### config.mk
export PLATFORM = sky130hd
export DESIGN_NAME = irq_priority_config_status
export DESIGN_NICKNAME = d
export VERILOG_FILES = /design/src/logic/irq_prio_pkg.sv /design/src/logic/irq_priority_config_status.sv /design/src/logic/level_pick.sv /design/src/logic/sticky_irq.sv
export SDC_FILE = /design/constraint.sdc
export NUM_CORES = 1
export LEC_CHECK = 0
export BUFFER_PORTS_ARGS = -buffer_cell sky130_fd_sc_hd__buf_2
export CAP_MARGIN = 10
export CORE_MARGIN = 4
export CORE_UTILIZATION = 45
export CTS_CLUSTER_DIAMETER = 60
export DETAILED_ROUTE_END_ITERATION = 8
export PLACE_DENSITY_LB_ADDON = 0.1
export SLEW_MARGIN = 30
export SYNTH_ARGS = -nofsm -noshare
export SYNTH_HDL_FRONTEND = slang
export SYNTH_SLANG_ARGS = --single-unit
### constraint.sdc
create_clock -name clk_i -period 48.5 [get_ports clk_i]
set_input_delay 4.85 -clock clk_i [delete_from_list [all_inputs] [get_ports clk_i]]
set_output_delay 4.85 -clock clk_i [all_outputs]
set_load 0.01 [all_outputs]
### src/logic/irq_prio_pkg.sv
package irq_prio_pkg;

	////////////////////////////////////////////////////////////////////////////
	// sizes
	localparam int SRC_COUNT  = 25;             // 13 adc pairs, 9 pwm, 3 comparators
	localparam int PRIO_REGS  = 9;              // priority_config_regs
	localparam int TRAP_COUNT = 8;              // trap levels 8..15
	localparam int EVT_COUNT  = 2;
	localparam int ADDR_W     = 6;
	localparam int IDX_W      = 5;

	typedef logic [2:0] prio_t;
	typedef logic [3:0] word_idx_t;

	////////////////////////////////////////////////////////////////////////////
	// register word indices, byte address is four times the index
	localparam word_idx_t IDX_ADC_PAIR8_10     = 4'h0;
	localparam word_idx_t IDX_ADC_PAIR11_12    = 4'h1;
	localparam word_idx_t IDX_PWM1_2           = 4'h2;
	localparam word_idx_t IDX_PWM3_6           = 4'h3;
	localparam word_idx_t IDX_PWM7_9_CMP2      = 4'h4;
	localparam word_idx_t IDX_CMP3_4           = 4'h5;
	localparam word_idx_t IDX_ADC_PAIR0_1      = 4'h6;
	localparam word_idx_t IDX_ADC_PAIR2_5      = 4'h7;
	localparam word_idx_t IDX_ADC_PAIR6_7      = 4'h8;
	localparam word_idx_t IDX_PENDING_STATUS   = 4'h9;
	localparam word_idx_t IDX_EVT_STATUS       = 4'hA;
	localparam word_idx_t IDX_EVT_MASK         = 4'hB;

	////////////////////////////////////////////////////////////////////////////
	// field placement per source: adc pair 0..12, pwm 1..9, comparator 2..4
	localparam word_idx_t FIELD_REG [SRC_COUNT] = '{
		4'h6, 4'h6, 4'h7, 4'h7, 4'h7, 4'h7, 4'h8, 4'h8, 4'h0, 4'h0, 4'h0, 4'h1, 4'h1,
		4'h2, 4'h2, 4'h3, 4'h3, 4'h3, 4'h3, 4'h4, 4'h4, 4'h4,
		4'h4, 4'h5, 4'h5};
	localparam int FIELD_LSB [SRC_COUNT] = '{
		8, 12, 0, 4, 8, 12, 0, 4, 4, 8, 12, 0, 4,
		8, 12, 0, 4, 8, 12, 0, 4, 8,
		12, 0, 4};

	////////////////////////////////////////////////////////////////////////////
	// values and status layout
	localparam prio_t      PRIO_RESET     = 3'h4;
	localparam prio_t      PRIO_DISABLED  = 3'h0;
	localparam logic [3:0] LEVEL_TRAP_MIN = 4'h8;
	localparam logic [6:0] VEC_USER_BASE  = 7'h08;
	localparam logic [6:0] VEC_TRAP_BASE  = 7'h00;
	localparam int         LEVEL_LSB      = 8;
	localparam int         VECTOR_LSB     = 0;
	localparam int         EVT_ACK        = 0;
	localparam int         EVT_TRAP       = 1;

endpackage

### src/logic/irq_priority_config_status.sv
// Chosen here: the register addresses and the Avalon-MM interface to the registers.
`timescale 1ns/1ps
// How it works
// - every source has a writable 3-bit level, 7 is the highest user level
// - level 1 is the lowest active level, 0 keeps the source from requesting
// - one level field for each adc pair conversion-done, pairs 0 to 12
// - one level field for each pwm generator, 1 to 9
// - one level field for each analog comparator, 2 to 4
// - read-only status, reset zero: 4-bit new cpu level, 7-bit vector
// - every level field resets to 4
// - trap levels 8 to 15 are never masked; only user levels are
module irq_priority_config_status
	import irq_prio_pkg::*;
(
	input  wire logic                  clk_i,
	input  wire logic                  rstn_i,
	// avalon-mm slave
	input  wire logic [ADDR_W-1:0]     avs_address_i,
	input  wire logic                  avs_read_i,
	input  wire logic                  avs_write_i,
	input  wire logic [3:0]            avs_byteenable_i,
	input  wire logic [31:0]           avs_writedata_i,
	output logic      [31:0]           avs_readdata_o,
	output logic                       avs_waitrequest_o,
	// interrupt sources
	input  wire logic [12:0]           adc_pair_req_i,
	input  wire logic [8:0]            pwm_gen_req_i,
	input  wire logic [2:0]            comparator_req_i,
	input  wire logic [TRAP_COUNT-1:0] trap_req_i,
	// cpu side
	input  wire logic [3:0]            cpu_level_i,
	input  wire logic                  cpu_ack_i,
	output logic                       cpu_irq_req_o,
	output logic      [3:0]            cpu_irq_level_o,
	output logic      [6:0]            cpu_irq_vector_o,
	// event interrupt
	output logic                       irq_o
);

	////////////////////////////////////////////////////////////////////////////
	// decode helper

	// true when the bus word index selects the given register
	function automatic logic reg_hit(input word_idx_t word, input word_idx_t idx);
		reg_hit = (word == idx);
	endfunction

	////////////////////////////////////////////////////////////////////////////
	// state

	// level fields
	prio_t                 prio_reg [SRC_COUNT];

	// bus answer
	logic                  waitrequest_reg;
	logic                  waitrequest_next;
	logic [31:0]           readdata_reg;
	logic [31:0]           readdata_next;

	// pending status
	logic [3:0]            level_status_reg;
	logic [3:0]            level_status_next;
	logic [6:0]            vector_status_reg;
	logic [6:0]            vector_status_next;

	// request towards the cpu
	logic                  irq_req_reg;
	logic                  irq_req_next;
	logic [3:0]            irq_level_reg;
	logic [3:0]            irq_level_next;
	logic [6:0]            irq_vector_reg;
	logic [6:0]            irq_vector_next;

	////////////////////////////////////////////////////////////////////////////
	// bus decode

	wire word_idx_t word_idx;
	wire            access_w;
	wire            write_fire;
	wire            mapped_w;
	wire            evt_clr_we;
	wire            evt_mask_we;
	wire            low_lane_w;

	// bus timing, one access at a time:
	//  c0  request seen with waitrequest high, read data captured at its end
	//  c1  waitrequest low, a write lands at the end of this cycle
	//  c2  waitrequest high again, the next request may be taken
	// a request is served once: waitrequest drops for exactly one cycle
	assign word_idx    = avs_address_i[5:2];
	assign access_w    = (avs_read_i | avs_write_i) & waitrequest_reg;
	assign write_fire  = avs_write_i & ~waitrequest_reg;
	assign mapped_w    = (word_idx <= IDX_EVT_MASK);
	assign low_lane_w  = avs_byteenable_i[0];
	assign evt_clr_we  = write_fire & low_lane_w & reg_hit(word_idx, IDX_EVT_STATUS);
	assign evt_mask_we = write_fire & low_lane_w & reg_hit(word_idx, IDX_EVT_MASK);

	// word map:
	//  0 adc pairs 8 to 10
	//  1 adc pairs 11 and 12
	//  2 pwm 1 and 2
	//  3 pwm 3 to 6
	//  4 pwm 7 to 9, comparator 2
	//  5 comparators 3 and 4
	//  6 adc pairs 0 and 1
	//  7 adc pairs 2 to 5
	//  8 adc pairs 6 and 7
	//  9 pending level and vector, read only
	//  10 event status, write one to clear
	//  11 event mask
	//  12 to 15 unmapped, read zero
	wire sel_prio_w;
	wire sel_pending_w;
	wire sel_evt_status_w;
	wire sel_evt_mask_w;

	// read selects, at most one is high
	assign sel_prio_w       = mapped_w & (word_idx < IDX_PENDING_STATUS);
	assign sel_pending_w    = mapped_w & reg_hit(word_idx, IDX_PENDING_STATUS);
	assign sel_evt_status_w = mapped_w & reg_hit(word_idx, IDX_EVT_STATUS);
	assign sel_evt_mask_w   = mapped_w & reg_hit(word_idx, IDX_EVT_MASK);

	////////////////////////////////////////////////////////////////////////////
	// priority fields

	wire [SRC_COUNT-1:0] src_req;
	wire [SRC_COUNT-1:0] field_we;
	wire [SRC_COUNT-1:0] src_armed;
	wire [SRC_COUNT-1:0] src_live;

	// source order: adc pairs 0..12, pwm 1..9, comparators 2..4
	assign src_req = {comparator_req_i, pwm_gen_req_i, adc_pair_req_i};

	// only armed sources reach the arbiter
	assign src_live = src_req & src_armed;

	genvar g;
	generate
		for (g = 0; g < SRC_COUNT; g++) begin : gen_field
			// only the lane that holds the field may change it
			assign field_we[g] = write_fire
				& reg_hit(word_idx, FIELD_REG[g])
				& avs_byteenable_i[FIELD_LSB[g] / 8];

			// a level of zero keeps the source away from the arbiter
			assign src_armed[g] = (prio_reg[g] != PRIO_DISABLED);

			// one 3-bit level per source, loaded to level 4 at reset
			always_ff @(posedge clk_i or negedge rstn_i) begin
				if (!rstn_i) begin
					prio_reg[g] <= PRIO_RESET;
				end else if (field_we[g]) begin
					prio_reg[g] <= avs_writedata_i[FIELD_LSB[g] +: 3];
				end
			end
		end
	endgenerate

	////////////////////////////////////////////////////////////////////////////
	// register readback

	logic [15:0] prio_view [PRIO_REGS];

	// only the level fields appear; every other bit reads zero
	always_comb begin
		for (int r = 0; r < PRIO_REGS; r++) begin
			prio_view[r] = 16'h0000;
		end
		for (int k = 0; k < SRC_COUNT; k++) begin
			prio_view[FIELD_REG[k]][FIELD_LSB[k] +: 3] = prio_reg[k];
		end
	end

	wire [15:0]          pending_view;
	wire [EVT_COUNT-1:0] evt_status;
	wire [EVT_COUNT-1:0] evt_mask;

	// level and vector sit in their fields, the rest reads zero
	// level in bits 11:8, vector in bits 6:0
	assign pending_view = {4'h0, level_status_reg, 1'b0, vector_status_reg};

	// read data multiplexer, unmapped words read zero
	always_comb begin
		readdata_next = 32'h0000_0000;
		if (sel_prio_w) begin
			readdata_next = {16'h0000, prio_view[word_idx]};
		end else if (sel_pending_w) begin
			readdata_next = {16'h0000, pending_view};
		end else if (sel_evt_status_w) begin
			readdata_next = {30'h0000_0000, evt_status};
		end else if (sel_evt_mask_w) begin
			readdata_next = {30'h0000_0000, evt_mask};
		end
	end

	// waitrequest rests high and opens for the answer cycle
	assign waitrequest_next = ~access_w;

	// bus answer registers
	always_ff @(posedge clk_i or negedge rstn_i) begin
		if (!rstn_i) begin
			waitrequest_reg <= 1'b1;
			readdata_reg    <= 32'h0000_0000;
		end else begin
			waitrequest_reg <= waitrequest_next;
			if (access_w) begin
				readdata_reg <= readdata_next;
			end
		end
	end

	////////////////////////////////////////////////////////////////////////////
	// arbitration among user sources

	wire [2:0]       user_lvl;
	wire [IDX_W-1:0] user_idx;

	// a source with level zero is never a candidate
	// ties go to the lowest source index
	level_pick u_pick (
		.lvl_i      (prio_reg),
		.req_i      (src_live),
		.best_lvl_o (user_lvl),
		.best_idx_o (user_idx)
	);

	wire       user_active;
	wire       user_wins;
	wire       trap_any;
	logic [2:0] trap_sel;

	// level 000 leaves best at zero, so a disabled source never raises a request
	assign user_active = (user_lvl != PRIO_DISABLED);

	// user requests must exceed the cpu level; level 7 or above masks them all
	// an equal level does not interrupt: the cpu already runs there
	assign user_wins = user_active & ({1'b0, user_lvl} > cpu_level_i);

	// any trap request goes through, whatever the cpu level
	// no mask and no level compare on this path
	assign trap_any = |trap_req_i;

	// highest trap bit selects the highest trap level
	always_comb begin
		trap_sel = 3'h0;
		for (int t = 0; t < TRAP_COUNT; t++) begin
			if (trap_req_i[t]) begin
				trap_sel = 3'(t);
			end
		end
	end

	////////////////////////////////////////////////////////////////////////////
	// request towards the cpu

	wire [3:0] trap_level;
	wire [6:0] trap_vector;
	wire [3:0] user_level;
	wire [6:0] user_vector;

	// candidate level and vector for each kind of source
	assign trap_level  = LEVEL_TRAP_MIN | {1'b0, trap_sel};
	assign trap_vector = VEC_TRAP_BASE + {4'h0, trap_sel};
	assign user_level  = {1'b0, user_lvl};
	assign user_vector = VEC_USER_BASE + {2'b00, user_idx};

	// traps outrank every user level
	always_comb begin
		irq_req_next    = 1'b0;
		irq_level_next  = 4'h0;
		irq_vector_next = 7'h00;
		if (trap_any) begin
			irq_req_next    = 1'b1;
			irq_level_next  = trap_level;
			irq_vector_next = trap_vector;
		end else if (user_wins) begin
			irq_req_next    = 1'b1;
			irq_level_next  = user_level;
			irq_vector_next = user_vector;
		end
	end

	// status captures the level and vector the cpu has just taken
	// the registered request is used: it is the one the cpu saw with its ack
	assign level_status_next  = cpu_ack_i ? irq_level_reg  : level_status_reg;
	assign vector_status_next = cpu_ack_i ? irq_vector_reg : vector_status_reg;

	// cpu request registers, recomputed every cycle
	always_ff @(posedge clk_i or negedge rstn_i) begin
		if (!rstn_i) begin
			irq_req_reg    <= 1'b0;
			irq_level_reg  <= 4'h0;
			irq_vector_reg <= 7'h00;
		end else begin
			irq_req_reg    <= irq_req_next;
			irq_level_reg  <= irq_level_next;
			irq_vector_reg <= irq_vector_next;
		end
	end

	// status registers, read only from the bus
	always_ff @(posedge clk_i or negedge rstn_i) begin
		if (!rstn_i) begin
			level_status_reg  <= 4'h0;
			vector_status_reg <= 7'h00;
		end else begin
			level_status_reg  <= level_status_next;
			vector_status_reg <= vector_status_next;
		end
	end

	////////////////////////////////////////////////////////////////////////////
	// event interrupt

	wire [EVT_COUNT-1:0] evt_in;
	wire                 irq_w;

	// status update and trap presence are the reported events
	// the trap bit sets again every cycle a trap waits, so a clear can lose
	assign evt_in[EVT_ACK]  = cpu_ack_i;
	assign evt_in[EVT_TRAP] = trap_any;

	sticky_irq u_events (
		.clk_i       (clk_i),
		.rstn_i      (rstn_i),
		.event_i     (evt_in),
		.clr_we_i    (evt_clr_we),
		.clr_data_i  (avs_writedata_i[EVT_COUNT-1:0]),
		.mask_we_i   (evt_mask_we),
		.mask_data_i (avs_writedata_i[EVT_COUNT-1:0]),
		.status_o    (evt_status),
		.mask_o      (evt_mask),
		.irq_o       (irq_w)
	);

	////////////////////////////////////////////////////////////////////////////
	// outputs, all straight from flip-flops

	assign avs_readdata_o    = readdata_reg;
	assign avs_waitrequest_o = waitrequest_reg;
	assign cpu_irq_req_o     = irq_req_reg;
	assign cpu_irq_level_o   = irq_level_reg;
	assign cpu_irq_vector_o  = irq_vector_reg;
	assign irq_o             = irq_w;

endmodule

### src/logic/level_pick.sv
`timescale 1ns/1ps
module level_pick
	import irq_prio_pkg::*;
(
	input  wire prio_t            lvl_i [SRC_COUNT],
	input  wire logic [SRC_COUNT-1:0] req_i,
	output logic      [2:0]       best_lvl_o,
	output logic      [IDX_W-1:0] best_idx_o
);

	// highest level among requesting sources, lowest index wins a tie
	always_comb begin
		best_lvl_o = PRIO_DISABLED;
		best_idx_o = '0;
		for (int k = 0; k < SRC_COUNT; k++) begin
			if (req_i[k] && (lvl_i[k] > best_lvl_o)) begin
				best_lvl_o = lvl_i[k];
				best_idx_o = IDX_W'(k);
			end
		end
	end

endmodule

### src/logic/sticky_irq.sv
`timescale 1ns/1ps
module sticky_irq
	import irq_prio_pkg::*;
(
	input  wire logic                 clk_i,
	input  wire logic                 rstn_i,
	input  wire logic [EVT_COUNT-1:0] event_i,
	input  wire logic                 clr_we_i,
	input  wire logic [EVT_COUNT-1:0] clr_data_i,
	input  wire logic                 mask_we_i,
	input  wire logic [EVT_COUNT-1:0] mask_data_i,
	output logic      [EVT_COUNT-1:0] status_o,
	output logic      [EVT_COUNT-1:0] mask_o,
	output logic                      irq_o
);

	logic [EVT_COUNT-1:0] status_next;
	logic [EVT_COUNT-1:0] mask_next;

	// write one to clear, a new event in the same cycle wins
	assign status_next = (status_o & ~(clr_we_i ? clr_data_i : '0)) | event_i;
	assign mask_next   = mask_we_i ? mask_data_i : mask_o;

	// status, mask and the level interrupt
	always_ff @(posedge clk_i or negedge rstn_i) begin
		if (!rstn_i) begin
			status_o <= '0;
			mask_o   <= '0;
			irq_o    <= 1'b0;
		end else begin
			status_o <= status_next;
			mask_o   <= mask_next;
			irq_o    <= |(status_next & mask_next);
		end
	end

endmodule

==> summary.md <==
| Metric | Value |
|---|---|
| Tot Pwr | `~570 µW` |
| Number of synthesized flops with an enable pin | `0` |
| Fin crit share | `87.5%` |
| I/O pin cnt | `130` |
| Vias | `8502` |
| Share of cells above drive strength 1 | `22.8%` |
| Worst hold path type | `reg2reg` |
| Clk pwr share | `23.5%` |
| Max reg flops | `75` |
| Slowest Stage Delay on Critical Path | `450 ps` |
| Status | `finished, final reports clean` |
| Yosys warnings | `0` |
| GP Congestion | `0.922` |
| Pwr/cell area | `around 55 nW/µm²` |
| Final wirelength | `roughly 29 mm` |
| DP Cell Count | `approximately 1400` |
| Comb pwr share | `a little over half` |
| Sw Share | `44.1%` |
| Cts bufs inserted | `17` |
| Slew headroom | `a little over a third` |
| Met2 GRT Util | `39.8%` |
| Antenna violations before repair | `0` |
| Most Frequent Cell on Critical Path | `nor2_1` |
| Min-Delay Startpoint | `level_status_reg[3]` |
| Remaining routing DRC violations | `0` |
| RSZ-0062 raised after global routing | `false` |
| Most frequent cells after synthesis | `nand2_1, nor2_1, dfrtp_1` |
| CTS tree | `done` |
| Mean post-synth cell area | `8.61 µm²` |
| GRT met1 Usage | `38.1%` |
| Reg2Reg Depth | `192` |
| Final HPWL DP | `~23 mm` |
| Sequential area share after synthesis | `32.1%` |
| Initial Util | `46.4%` |
| Final hold viol count | `0` |
| Remaining Overflow, GRT | `0` |
| Leakage | `approximately 4.6 nW` |
| Hold Path Sink | `avs_readdata_o[11]` |
| Seq pwr share | `23.1%` |
| Nets | `1253` |
| Iter 0 DRT Violations | `706` |
| TritonRoute pass-1 iters | `5` |
| Seq cells post-synth | `116` |
| Post-CTS sizing | `0` |
| CTS hold repair buffers | `0` |
| Die height | `151 µm` |
| RR Startpoint | `prio_reg[74]` |
| Area fraction of the dominant cell type after synthesis | `about a quarter` |
| Routed Antenna Nets | `0` |
| Largest net degree at the start of global routing | `60` |
| Total track usage | `25.6%` |
| Global-route wire length before repair | `44.8 mm` |
| Cell Count, Final, Fillers Out | `1415` |
| Core area | `19700 µm²` |
| Crit path launch type | `input pin` |
| Register-to-register setup slack | `10060 ps` |
| Worst-skew pair later-pin latency | `410 ps` |
| Maximum buffer depth of the clock tree | `2` |
| Setup TNS Final | `0 ps` |
| Largest cells by area after synthesis | `dfrtp_1, mux2_2, dfstp_2` |
| Int Power | `318 µW` |
| Fillers | `approximately 1900` |
| Post-CTS setup buffer count | `0` |
| R2R Path End | `cpu_irq_vector_o[2]` |
| Die ar. | `22700 µm²` |
| Gr busiest metal | `met2` |
| Ys async rst share | `100%` |
| Cell Rows | `51` |
| Ant diodes | `0` |
| CP required | `48820 ps` |
| Setup CP Type | `in2reg` |
| Die Wd | `151 µm` |
| Count leader, synth | `nand2_1` |
| Tmin final | `42450 ps` |
| Netlist cell types | `84` |
| CP Capture Type | `register` |
| H-Tree Depth | `4` |
| Worst-path fanout max | `10` |
| Drt wl/cell | `20.6 µm` |
| Worst-path clk slew | `60 ps` |
| IR drop worst, VDD | `0.0270 mV` |
| I/O Buffers | `86` |
| Clock skew | `11.5 ps` |
| Worst Hold Depth | `1` |
| Worst-Margin Slew | `969 ps` |
| Area Growth Syn to Fin | `13.4%` |
| Post-synth top area cell | `dfrtp_1` |
| Vias in the first global route | `about 8000` |
| Pins Over Slew Limit | `0` |
| Most used flip-flop cell after synthesis | `dfrtp_1` |
| Final setup vio count | `0` |
| Max_cap viols | `0` |
| Mapped Cells | `1063` |
| Switching power of the nets | `251 µW` |
| Met3 usage | `between 2 and 3%` |
| Worst EP arrival | `approximately 43000 ps` |
| Post-DR vias/cell | `6.01` |
| Achievable Freq | `approximately 0.024 GHz` |
| Crit-path slowest cell | `a311oi_1` |
| Root buf cell | `clkbuf_16` |
| Clock sinks | `~120` |
| Post-Syn Area | `approximately 9000 µm²` |
==> worst max path at each step <==
stage | depth (start not counted) | to | start
6_report | 193 | cpu_irq_vector_o[2] | adc_pair_req_i[0]
5_1_grt | 191 | cpu_irq_vector_o[0] | adc_pair_req_i[0]
4_1_cts | 192 | cpu_irq_vector_o[0] | adc_pair_req_i[0]
3_5_place_dp | 191 | cpu_irq_vector_o[0] | adc_pair_req_i[0]
3_3_place_gp | 192 | cpu_irq_vector_o[2] | adc_pair_req_i[0]
2_1_floorplan | 193 | cpu_irq_vector_o[0] | adc_pair_req_i[0]
==> layer usage <==
layer	vias up	wire, µm
li1	4092	-
met1	4075	13500
met2	305	13500
met3	30	1720
met4	0	447
met5	-	0
==> cell type report <==
class / instances / area (µm²) / area share, %
tap: 265 / 332 / 3.20
timing repair buffer: 89 / 455 / 4.39
inverter: 51 / 191 / 1.85
sequential: 116 / 2940 / 28.3
clock inverter: 14 / 201 / 1.94
multi-input combinational: 863 / 5830 / 56.2
clock buffer: 17 / 425 / 4.10
==> per-stage QoR <==
step	hold WS, ps	instance area, µm²	setup slack [ps]	util, %
floorplan	455	9220	10820	-
global placement	467	9730	6540	49.4
detailed placement	481	9740	6200	49.4
CTS	492	10400	6470	52.6
global route	513	10400	2890	52.6
finish	493	10400	6050	52.6
==> power groups by stage <==
| stage | sequential [mW] | combinational, mW | clock, mW |
|---|---|---|---|
| after floorplan | 0.123 | 0.231 | 0 |
| after global placement | 0.132 | 0.295 | 0 |
| after detailed placement | 0.132 | 0.299 | 0 |
| after CTS | 0.131 | 0.301 | 0.135 |
| after global routing | 0.134 | 0.339 | 0.140 |
| final | 0.132 | 0.304 | 0.134 |
==> cell families (layout without fill, tap and decap cells) <==
| group | Yosys count | in the layout | share of synthesized area, % |
|---|---|---|---|
| AO/OA/AOI/OAI | 343 | 343 | 27.1 |
| adder cells (fa/ha/maj) | 42 | 42 | 5.46 |
| buffers and inverters | 102 | 171 | 5.03 |
| flip-flops | 116 | 116 | 32.1 |
| multiplexers | 98 | 98 | 11.8 |
| other | 1 | 19 | 0.0410 |
| AND/OR/NAND/NOR | 361 | 361 | 18.5 |
==> cell usage in the layout (no fill, tap or decap), types with 11 or more instances in the layout <==
cell	instances
a31oi_1	13
o22ai_1	13
a21oi_1	58
a211oi_1	12
a22oi_1	19
clkbuf_16	17
inv_1	51
mux2_2	80
a22o_1	14
nand3_1	27
conb_1	19
nor2_1	99
dfstp_2	26
nand2_1	112
nor2b_1	11
mux2i_1	18
buf_2	85
a21o_1	18
o211ai_1	24
ha_1	31
o21ai_0	68
nor3_1	24
and2_1	32
dfrtp_1	90
o21a_1	12
==> worst max-delay path, delay by kind of cell <==
kind,cells,cell delay [ps]
simple gates,79,11770
fa+ha+maj,33,9220
buf+inv,4,320
mux,4,1470
compound gates,73,15030
No activity file was read; power rests on OpenSTA's default activity.
